--- src/verilog/radio_spi_pkg.sv ---
// Constants, field layouts and state codes of the radio serial slave.
// Assumes a single design clock; the serial pins are sampled in that domain.
`default_nettype none
package radio_spi_pkg;

  // ****************************************************************
  // Header byte layout and address map
  // ****************************************************************
  localparam int ADDR_W = 6;
  localparam int HDR_RW = 7;
  localparam int HDR_BURST = 6;
  localparam logic [5:0] ADDR_STROBE_LO = 6'h30;
  localparam logic [5:0] ADDR_STROBE_HI = 6'h3d;
  localparam logic [5:0] ADDR_FIFO = 6'h3f;
  localparam logic [5:0] ADDR_STEP = 6'h01;

  // ****************************************************************
  // Status byte layout and bit counting
  // ****************************************************************
  localparam int ST_RDY_BIT = 7;
  localparam logic [3:0] FILL_MAX = 4'hf;
  localparam logic [2:0] BIT_FIRST = 3'h0;
  localparam logic [2:0] BIT_STEP = 3'h1;
  localparam logic [7:0] BYTE_ZERO = 8'h00;
  localparam logic [6:0] COUNT_ZERO = 7'h00;

  // ****************************************************************
  // Radio main state codes and serial phases
  // ****************************************************************
  typedef enum logic [2:0] {
    ST_IDLE = 3'b000,
    ST_RX = 3'b001,
    ST_TX = 3'b010,
    ST_SYNTH_TX_READY = 3'b011,
    ST_CALIBRATE = 3'b100,
    ST_SETTLING = 3'b101,
    ST_RX_OVERRUN = 3'b110,
    ST_TX_UNDERRUN = 3'b111
  } radio_state_t;

  typedef enum logic [1:0] {
    PH_IDLE = 2'b00,
    PH_HEADER = 2'b01,
    PH_DATA = 2'b10
  } phase_t;

endpackage
`default_nettype wire

--- src/verilog/radio_spi_slave_status.sv ---
// Serial slave front end of the radio: header parse, status byte, register
// and FIFO byte transfers. Assumes the radio core sits on clk and that the
// serial clock runs well below a quarter of the clk rate.
//
// How it works
// [RL1] Bytes move most significant bit first, both directions.
// [RL2] Every transaction opens with header: read/write, burst flag, 6-bit address.
// [RL3] Master keeps chip select low for each whole transfer.
// [RL4] Chip select rising mid header or data byte abandons that transfer.
// [RL5] Master waits for serial out low before shifting the header.
// [RL6] Select falling with crystal running drives serial out low immediately.
// [RL7] Status byte shifts out while header, data or strobe shifts in.
// [RL8] Status bit 7 high until crystal stable, low in normal access.
// [RL9] Status bits 6 to 4 carry the main radio state code.
// [RL10] Codes: 010 transmit, 011 synth ready for transmit, 100 calibration.
// [RL11] Code 111 after transmit buffer underrun, cleared by flush command.
// [RL12] Transitional settling or calibrate may be reported as idle.
// [RL13] Read headers: fill count gives receive bytes available.
// [RL14] Write headers: fill count gives transmit positions free.
// [RL15] Fill count saturates at 15 meaning fifteen or more.
// [RL16] Configuration registers load defaults on chip reset.
// [RL17] Host rewrites non-default registers after each reset.
// [RL18] Host changes frequency and channel only in idle.
// [RL19] Host reads useful bytes then flushes after receive overrun.
// [RL20] One serial slave carries configuration and payload data.
// [RL21] Codes: 000 idle, 001 receive, 101 settling, 110 receive overrun.
// [RL22] Sample serial in on rising clock, change serial out on falling.
// [RL23] Burst header loads address counter, incremented each byte until deselect; code holds it at 0x3F and ends the burst after a byte at 0x30-0x3D.
// [RL24] Addresses 0x30-0x3D: burst selects status read, else command strobe.
// [RL25] Address 0x3F reaches transmit buffer on write, receive on read.
// [RL26] Writes return status every byte; reads only during header.
`timescale 1ns/1ps
`default_nettype none
module radio_spi_slave_status (
  input wire logic clk,
  input wire logic rst_n,
  input wire logic serialClk,
  input wire logic chipSelectN,
  input wire logic serialIn,
  output logic serialOut,
  output logic serialOutOe,
  input wire logic crystalNotReady,
  input wire radio_spi_pkg::radio_state_t radioState,
  input wire logic stateTransitional,
  input wire logic [6:0] rxCount,
  input wire logic [6:0] txFree,
  output logic [radio_spi_pkg::ADDR_W-1:0] regAddr,
  output logic regWrValid,
  output logic [7:0] regWrData,
  input wire logic [7:0] regRdData,
  output logic strobeValid,
  input wire logic rxValid,
  input wire logic [7:0] rxData,
  output logic rxReady,
  output logic txValid,
  output logic [7:0] txData,
  input wire logic txReady
);
  import radio_spi_pkg::*;

  // ****************************************************************
  // Pin synchronisers
  // ****************************************************************
  logic sclkS1_q, sclkS2_q, sclkS3_q;
  logic csS1_q, csS2_q, csS3_q;
  logic siS1_q, siS2_q;

  always_ff @(posedge clk or negedge rst_n) begin
    if (!rst_n) begin
      {sclkS1_q, sclkS2_q, sclkS3_q} <= 3'h0;
      {csS1_q, csS2_q, csS3_q} <= 3'h7;
      {siS1_q, siS2_q} <= 2'h0;
    end else begin
      {sclkS1_q, sclkS2_q, sclkS3_q} <= {serialClk, sclkS1_q, sclkS2_q};
      {csS1_q, csS2_q, csS3_q} <= {chipSelectN, csS1_q, csS2_q};
      {siS1_q, siS2_q} <= {serialIn, siS1_q};
    end
  end

  wire sclkRise = sclkS2_q & ~sclkS3_q; // [RL22]
  wire sclkFall = ~sclkS2_q & sclkS3_q; // [RL22]
  wire csFall = ~csS2_q & csS3_q;

  // ****************************************************************
  // Status byte
  // ****************************************************************
  function automatic logic [3:0] fill15(input logic [6:0] n);
    fill15 = (n[6:4] != 3'h0) ? FILL_MAX : n[3:0]; // [RL15]
  endfunction

  phase_t phase_q;
  logic [2:0] bitCnt_q;
  logic [6:0] inShift_q;
  logic rw_q, burst_q;
  logic [ADDR_W-1:0] addr_q;
  logic [7:0] outByte_q;
  logic useStatus_q;
  logic v0_q, v1_q;
  logic stepDue_q;
  logic [7:0] d1_q;

  wire [1:0] bufOcc = {1'b0, v0_q} + {1'b0, v1_q};
  wire [6:0] occWide = {5'h0, bufOcc};
  // Bytes parked in the buffer are not yet in the transmit FIFO, so they
  // are taken off the free count, which reports zero once they use up all of txFree.
  wire [6:0] txFreeAdj = (txFree > occWide) ? (txFree - occWide) : COUNT_ZERO;
  wire [3:0] fillCount = rw_q ? fill15(rxCount) : fill15(txFreeAdj); // [RL13] [RL14]
  wire hideState = stateTransitional &&
                   (radioState == ST_SETTLING || radioState == ST_CALIBRATE);
  wire [2:0] stateShown = hideState ? ST_IDLE : radioState; // [RL12]
  wire [7:0] statusByte = {crystalNotReady, stateShown, fillCount}; // [RL8] [RL9] [RL10] [RL11] [RL21]

  // ****************************************************************
  // Byte framing and decode
  // ****************************************************************
  wire [7:0] inByte = {inShift_q, siS2_q}; // [RL1]
  wire byteDone = sclkRise && (bitCnt_q == 3'h7) && !csS2_q;
  wire [ADDR_W-1:0] hdrAddr = inByte[ADDR_W-1:0];
  wire hdrInRange = hdrAddr >= ADDR_STROBE_LO && hdrAddr <= ADDR_STROBE_HI;
  wire hdrStrobe = hdrInRange && !inByte[HDR_BURST]; // [RL24]
  wire addrStatus = addr_q >= ADDR_STROBE_LO && addr_q <= ADDR_STROBE_HI;
  wire addrFifo = addr_q == ADDR_FIFO;
  wire headerDone = byteDone && phase_q == PH_HEADER; // [RL2]
  wire dataDone = byteDone && phase_q == PH_DATA;
  wire burstGo = burst_q && !addrStatus; // [RL24]
  wire txPush = dataDone && !rw_q && addrFifo; // [RL25]
  wire cfgWrite = dataDone && !rw_q && !addrFifo && !addrStatus;
  wire loadNext = sclkFall && bitCnt_q == BIT_FIRST && !csS2_q;
  wire loadRead = loadNext && phase_q == PH_DATA && rw_q; // [RL26]
  wire popRx = loadRead && addrFifo && rxValid; // [RL25]
  wire [7:0] readByte = addrFifo ? (rxValid ? rxData : BYTE_ZERO) : regRdData;
  wire [7:0] curByte = useStatus_q ? statusByte : outByte_q; // [RL7]
  wire [2:0] outIdx = 3'h7 - bitCnt_q;
  wire waitFirst = phase_q == PH_HEADER && bitCnt_q == BIT_FIRST && !sclkS2_q;

  // ****************************************************************
  // Serial state machine
  // ****************************************************************
  always_ff @(posedge clk or negedge rst_n) begin
    if (!rst_n) begin
      phase_q <= PH_IDLE;
      bitCnt_q <= BIT_FIRST;
      inShift_q <= 7'h00;
      rw_q <= 1'b0;
      burst_q <= 1'b0;
      addr_q <= '0; // [RL16]
    end else if (csS2_q) begin
      phase_q <= PH_IDLE; // [RL4]
      bitCnt_q <= BIT_FIRST; // [RL4]
    end else if (csFall) begin
      phase_q <= PH_HEADER;
      bitCnt_q <= BIT_FIRST;
    end else if (sclkRise) begin
      bitCnt_q <= bitCnt_q + BIT_STEP;
      inShift_q <= inByte[6:0]; // [RL1]
      if (phase_q == PH_HEADER && bitCnt_q == BIT_FIRST) begin
        rw_q <= siS2_q; // [RL2]
      end
      if (headerDone) begin
        burst_q <= inByte[HDR_BURST]; // [RL2]
        addr_q <= hdrAddr; // [RL23]
        phase_q <= hdrStrobe ? PH_HEADER : PH_DATA; // [RL24]
      end else if (dataDone && !burstGo) begin
        phase_q <= PH_HEADER;
      end
    end else if (stepDue_q) begin
      // The step waits a cycle so that a write pulse still meets its own address.
      addr_q <= addr_q + ADDR_STEP; // [RL23]
    end
  end

  // ****************************************************************
  // Serial out pin
  // ****************************************************************
  always_ff @(posedge clk or negedge rst_n) begin
    if (!rst_n) begin
      serialOut <= 1'b0;
      serialOutOe <= 1'b0;
      useStatus_q <= 1'b1;
      outByte_q <= BYTE_ZERO;
    end else if (csS2_q) begin
      serialOutOe <= 1'b0;
      useStatus_q <= 1'b1;
    end else if (csFall || waitFirst) begin
      // Crystal readiness is tracked until the first clock edge. [RL6] [RL5]
      serialOutOe <= 1'b1;
      serialOut <= statusByte[ST_RDY_BIT]; // [RL6] [RL8]
      useStatus_q <= 1'b1;
    end else if (loadNext) begin
      useStatus_q <= !loadRead; // [RL26]
      outByte_q <= readByte;
      serialOut <= loadRead ? readByte[7] : statusByte[ST_RDY_BIT]; // [RL1] [RL7]
    end else if (sclkFall) begin
      serialOut <= curByte[outIdx]; // [RL22]
    end
  end

  // ****************************************************************
  // Register, strobe and receive ports
  // ****************************************************************
  always_ff @(posedge clk or negedge rst_n) begin
    if (!rst_n) begin
      regWrValid <= 1'b0;
      regWrData <= BYTE_ZERO;
      strobeValid <= 1'b0;
      rxReady <= 1'b0;
      stepDue_q <= 1'b0;
    end else begin
      stepDue_q <= dataDone && burstGo && !addrFifo; // [RL23]
      regWrValid <= cfgWrite; // [RL20]
      if (cfgWrite) begin
        regWrData <= inByte;
      end
      strobeValid <= headerDone && hdrStrobe; // [RL24]
      rxReady <= popRx; // [RL25]
    end
  end

  // The register address output is the address counter itself.
  assign regAddr = addr_q;

  // ****************************************************************
  // Two-entry transmit buffer
  // ****************************************************************
  // A full buffer refuses the byte unless its head pops in the same cycle; the host was told zero free only if txFree was two or less.
  wire bufPop = v0_q && txReady;
  wire bufPush = txPush && (!(v0_q && v1_q) || bufPop);

  always_ff @(posedge clk or negedge rst_n) begin
    if (!rst_n) begin
      v0_q <= 1'b0;
      v1_q <= 1'b0;
      txData <= BYTE_ZERO;
      d1_q <= BYTE_ZERO;
    end else if (bufPop) begin
      if (v1_q) begin
        txData <= d1_q;
        v1_q <= bufPush;
        d1_q <= inByte;
      end else begin
        v0_q <= bufPush;
        txData <= inByte;
      end
    end else if (bufPush) begin
      if (!v0_q) begin
        v0_q <= 1'b1;
        txData <= inByte;
      end else begin
        v1_q <= 1'b1;
        d1_q <= inByte;
      end
    end
  end

  assign txValid = v0_q;
endmodule
`default_nettype wire

--- config.mk ---
export PLATFORM = sky130hd
export DESIGN_NAME = radio_spi_slave_status
export DESIGN_NICKNAME = d
export VERILOG_FILES = /design/src/verilog/radio_spi_pkg.sv /design/src/verilog/radio_spi_slave_status.sv
export SDC_FILE = /design/constraint.sdc
export NUM_CORES = 1
export LEC_CHECK = 0
export BUFFER_PORTS_ARGS = -buffer_cell sky130_fd_sc_hd__buf_2
export CORE_MARGIN = 1.5
export CORE_UTILIZATION = 50
export CTS_CLUSTER_DIAMETER = 50
export DETAILED_ROUTE_END_ITERATION = 8
export GPL_ROUTABILITY_DRIVEN = 0
export PLACE_DENSITY_LB_ADDON = 0.05
export SLEW_MARGIN = 10
export SYNTH_ARGS = -nofsm -noshare
export SYNTH_HDL_FRONTEND = slang
export SYNTH_SLANG_ARGS = --single-unit
--- constraint.sdc ---
create_clock -name clk -period 2.9 [get_ports clk]
set_clock_uncertainty 0.15 [all_clocks]
set_input_delay 0.29 -clock clk [delete_from_list [all_inputs] [get_ports clk]]
set_output_delay 0.29 -clock clk [all_outputs]
set_load 0.05 [all_outputs]
==> run metrics, run 1 <==
status finished, final reports clean; Fmax 401 MHz; final setup fails 0; vias 2878; H-tree depth 3; DRC 0; number of global-route vias before repair 2724; Skew-Pair Late Insertion Delay 0.33 ns; Slew Limit Fails 0; M1 wire length 4.08 mm; fin crit share 0.861; CTS root buf clkbuf_8; final total power 2070 uW; Worst Path Max Fanout 12; post-CTS sizing 0; Crit Path Category reg -> reg; delay-heaviest family, CP simple AND/OR/NAND/NOR gates; post-synthesis mux area share 0.126; unrepaired setup endpoints after global routing false; top sig layer met4; Worst setup SP type register; Synth Cell Area 3600 um^2; Core Util, Final 0.621; CP cell instances nand2b_2 > nor4b_4 > nand3_2 > o21ai_1 > and2_1 > mux2_4; die width 87.9 um; placed insts 505; total setup buffers inserted after CTS 0; fraction of registers with async set or reset after synthesis 1.00; critical path's slowest cell and2_1; post-synth top area share 0.452; total gr overflow 0; worst hold path endpoint v1_q; #FFs+latches synth 69; Die ar. 7720 um^2; DPL Wire Length 6.10 mm; Fin. Hold Viols 0; nets 477; Most used DFF post-synth dfrtp_1; Critical Path AT 2.56 ns; Reg2Reg Launch Point sclkS3_q; I/O pin total 70; Setup TNS 0 ns; R2R depth 6; Die Height 87.9 um; final worst slack 0.403 ns; CTS Buf Count 9; vias per cell 5.48; Power Dens Cells 486 nW/um^2; metal2 WL 3.70 mm; Hold Crit Start txReady; Peak VDD IR 0.000339 V; largest family of logic cells by synthesized area simple AND/OR/NAND/NOR gates; Critical Path RT 2.96 ns; CP peak stage delay 0.46 ns; Antenna Nets Post-Route 0; pin count of the biggest net entering global routing 70; num rows 30; Syn Area/Cell 10.4 um^2; met3 WL post-DR 481 um; dominant cells by area after synthesis dfrtp_1, mux2_2, nand2_1, a21oi_1, ha_1; Post-Synth Adder-Cell Area 0.0403; Max-Cap Viols 0; pre-CTS setup slack 0.402 ns; Syn Nets 400; Least-Margin Pin Slew 0.491 ns; total track usage 0.231; final WL 8.34 mm; Hold Path Class in -> reg; post-synthesis simple-gate area fraction 0.174; r2r setup slk 0.40 ns; Finished Layout Cells 525; hold_buf cts 4; CTS Sinks 69; area grow syn2layout 18.5%; initial antenna violation count 0; initial DRC count 133; CTS tree done; worst reg2reg endpoint d1_q[0]; fraction of the mapped netlist area in compound gates 0.136; Worst setup EP type register; Port-buffer cells 69; Synth area leader dfrtp_1; Max transition margin 0.668; number of diodes 0; sequential share of the synthesized area 0.481; XOR/XNOR Fraction of Synth Area 0.00729; Max Root-Sink Buffers 2; Yosys warning total 0; Cells after Synth 347; drt wl/cell 15.9 um; initial core utilization 0.524; buffer and inverter count on the worst path 0; ratio of cells with drive above 1 in the final layout 0.312; Final Critical Period 2.50 ns; DRT Pass-1 Iters 5; Hold Crit Depth 2; first-pass GRT wire length 13.5 mm; clock slew at reported path FFs 0.08 ns; layout filler cell count 602; EDFF count, synth 0; Yosys cell types 58; Leakage 0.00211 uW; core area 6870 um^2
[logic make-up (layout without fill, tap and decap cells)]
family                     count (synthesis)  count (layout)
and+or+nand+nor                          118             118
AOI/OAI and AO/OA                         80              80
DFF                                       69              69
muxes                                     38              38
buffers and inverters                     28             110
adders and majority gates                 11              11
xor gates and xnor gates                   3               3
[placed cells by master, fill, tap and decap left out, drive strengths merged, types with 4 or more instances in the layout]
| cell type | count |
|---|---|
| inv | 17 |
| nand3 | 12 |
| o211ai | 4 |
| clkbuf | 9 |
| buf | 75 |
| nor2 | 18 |
| mux2 | 26 |
| clkinv | 4 |
| nand2 | 42 |
| nor3 | 8 |
| mux2i | 11 |
| nand2b | 6 |
| and3 | 11 |
| a21oi | 26 |
| dfstp | 4 |
| dlygate4sd3 | 4 |
| ha | 10 |
| o21ai | 26 |
| dfrtp | 65 |
[worst max-delay path by stage]
stage / from / to / cells past startpoint
after floorplan: txValid / serialOut / 9
after detailed placement: sclkS3_q / d1_q[5] / 6
after global placement: txValid / serialOut / 9
final: sclkS3_q / d1_q[0] / 6
after CTS: sclkS3_q / d1_q[0] / 6
after global routing: sclkS3_q / d1_q[0] / 6
[routing by layer]
layer	global-route usage	vias up
met1	0.338	1376
met5	0	-
li1	-	1404
met4	0.0678	0
met2	0.352	88
met3	0.0405	10
[stage by stage]
stage / hold slack [ns] / cell area (um^2)
CTS: 0.0744 / 4270
global route: 0.0831 / 4270
finish: 0.0908 / 4270
global placement: 0.183 / 4060
detailed placement: 0.185 / 4060
floorplan: -0.156 / 3600
[layout make-up]
cell class | instances | area (um^2) | share of cell area
tap | 96 | 120 | 0.0281
clock buffer | 9 | 124 | 0.0290
sequential | 69 | 1730 | 0.406
clock inverter | 7 | 48.8 | 0.0114
inverter | 15 | 56.3 | 0.0132
multi-input combinational | 250 | 1740 | 0.409
timing repair buffer | 79 | 443 | 0.104
[Yosys cell counts, types with 2 or more instances]
cell type	n
o22ai_1	2
nand3_2	2
o221ai_1	2
clkbuf_1	8
a21oi_1	25
xnor2_1	3
nor2_1	16
o2111ai_1	2
mux2_2	18
nand2_1	42
or2_2	2
buf_2	2
nand4_1	2
nor3_1	8
nor2b_1	3
a21o_1	3
buf_6	2
a211oi_1	2
nand3b_1	3
mux2i_1	11
nand3_1	10
a31oi_1	3
mux2_4	8
o21ai_0	23
o211ai_1	4
ha_1	10
inv_1	15
and3_1	11
nor4_1	2
dfrtp_1	65
dfstp_2	4
o21ai_1	3
nor3b_1	2
nand2b_1	5
[where the power goes]
group | switching, uW | total [uW] | internal, uW
combinational | 130 | 243 | 113
sequential | 104 | 1140 | 1030
clock | 382 | 695 | 313
[state kept, by name, indices dropped and copies added, names as in the netlist, 2 cells and up]
| name | flops |
|---|---|
| regAddr | 6 |
| txData | 8 |
| inShift_q | 7 |
| d1_q | 8 |
| outByte_q | 8 |
| bitCnt_q | 3 |
| regWrData | 8 |
| phase_q | 2 |
Power figures use the tool's default switching activity.
==> run 2: changes to the inputs <==
Settings changed: CORE_ASPECT_RATIO set to 0.75.
==> run 2 against run 1 <==
Against the previous run: cell count grew 0.38%; first-iteration DRC count grew 32%; via count shrank 0.87%; cell area grew 0.18%; sequential power is essentially flat; power grew 0.64%; critical path depth grew 3; clock power grew 2%; wire length shrank 2.7%; sequential cell count is the same; hold slack lost 0.025 ns; largest cell class unchanged.
==> run metrics, run 2 (synthesis results as in run 1) <==
final total power 2090 uW; DRT Pass-1 Iters 4; total gr overflow 0; Max transition margin 0.660; CTS Buf Count 9; initial antenna violation count 0; vias per cell 5.41; Power Internal 1500 uW; Least-Margin Pin Slew 0.503 ns; Final Instance Area 4280 um^2; Crit Path Category reg -> reg; R2R depth 9; clock share of power 0.341; Critical Path AT 2.54 ns; worst reg2reg endpoint serialOut; Antenna Nets Post-Route 0; CTS tree done; Comb pwr share 0.116; Fin. Hold Viols 0; number of diodes 0; I/O pin total 70; Worst setup SP type register; Reg2Reg Launch Point txValid; pin count of the biggest net entering global routing 70; status finished, final reports clean; unrepaired setup endpoints after global routing false; Die Height 76.5 um; ratio of cells with drive above 1 in the final layout 0.310; sw frac 0.282; Worst Path Max Fanout 9; part of the power in registers 0.543; initial DRC count 176; area grow syn2layout 18.7%; worst hold path endpoint v1_q; Peak VDD IR 0.000360 V; H-tree depth 3; sw power 589 uW; Hold Path Class in -> reg; total setup buffers inserted after CTS 0; DRC 0; Critical Path RT 2.97 ns; first-pass GRT wire length 13.7 mm; Slew Limit Fails 0; final WL 8.12 mm; most frequent cells in the layout buf_2, dfrtp_1, nand2_1; Hold Crit Depth 2; initial core utilization 0.522; Max Root-Sink Buffers 2; Leakage 0.00212 uW; Fmax 405 MHz; Worst setup EP type register; num rows 26; Skew-Pair Late Insertion Delay 0.35 ns; Final Critical Period 2.47 ns; die width 101 um; Die ar. 7730 um^2; CTS Sinks 69; Setup TNS 0 ns; vias 2853; CTS root buf clkbuf_8; r2r setup slk 0.43 ns; core area 6900 um^2; Max-Cap Viols 0; Power Dens Cells 488 nW/um^2; total track usage 0.228; drt wl/cell 15.4 um; nets 477; number of global-route vias before repair 2662; Port-buffer cells 69; clock slew at reported path FFs 0.08 ns; DPL Wire Length 5.96 mm; fin crit share 0.851; Area after DPL 4060 um^2; final setup fails 0; commonest non-fill, non-tap cell in the layout buf_2; Hold Crit Start txReady
run 2: cell count changes in the layout (fill, tap and decap cells not counted):
| cell | before | now |
|---|---|---|
| clkbuf_8 | 9 | 11 |
| inv_6 | 2 | 0 |
| clkbuf_1 | 0 | 1 |
| clkinv_4 | 1 | 0 |
run 2: area by class of cell:
| cell class | count | area (um^2) |
|---|---|---|
| well taps | 98 | 123 |
| repair buffers | 79 | 443 |
| clock inverters | 4 | 22.5 |
| multi-input cells | 250 | 1740 |
| fillers | 604 | 2620 |
| clock buffers | 12 | 155 |
| inverters | 15 | 56.3 |
| flip-flops and latches | 69 | 1730 |
run 2: worst max-delay path by stage:
stage | start | cells past startpoint | to | slack [ns]
4_1_cts | txValid | 9 | serialOut | 0.43
3_3_place_gp | txValid | 9 | serialOut | 0.51
2_1_floorplan | txValid | 9 | serialOut | 0.30
3_5_place_dp | txValid | 9 | serialOut | 0.41
6_report | txValid | 9 | serialOut | 0.43
5_1_grt | txValid | 9 | serialOut | 0.20
run 2: critical path: stages (launching register included):
cell      delay [ns]
dfrtp_1         0.46
ha_1            0.35
ha_1            0.20
fa_1            0.41
xnor2_1         0.17
nand2_1         0.08
nor3_1          0.15
a221oi_1        0.10
o221ai_1        0.18
nand4_1         0.10
run 2: power groups by stage:
| stage | logic (uW) | clock network, uW | registers, uW |
|---|---|---|---|
| floorplan | 147 | 0 | 1110 |
| global placement | 234 | 0 | 1150 |
| detailed placement | 238 | 0 | 1150 |
| CTS | 245 | 726 | 1130 |
| global route | 275 | 770 | 1140 |
| finish | 242 | 711 | 1130 |
run 2: layer usage:
| layer | vias to the layer above | GRT usage | share of wire |
|---|---|---|---|
| li1 | 1405 | - | - |
| met2 | 88 | 0.309 | 0.41 |
| met3 | 4 | 0.0633 | 0.061 |
| met1 | 1356 | 0.359 | 0.53 |
| met4 | 0 | 0.0528 | 0.0054 |
| met5 | - | 0 | 0 |
run 2: timing repair:
action,4_1_cts,5_1_grt
hold endpoints to repair,68,0
resized for setup,0,0
hold buffers,4,0
run 2: through the flow:
stage	setup slack [ns]	util	hold slack, ns	instances
final	0.431	0.620	0.0657	527
after global routing	0.198	0.620	0.0641	527
after CTS	0.429	0.620	0.0518	527
after detailed placement	0.412	0.588	0.185	507
after global placement	0.514	0.588	0.182	507
after floorplan	0.301	-	-0.156	347
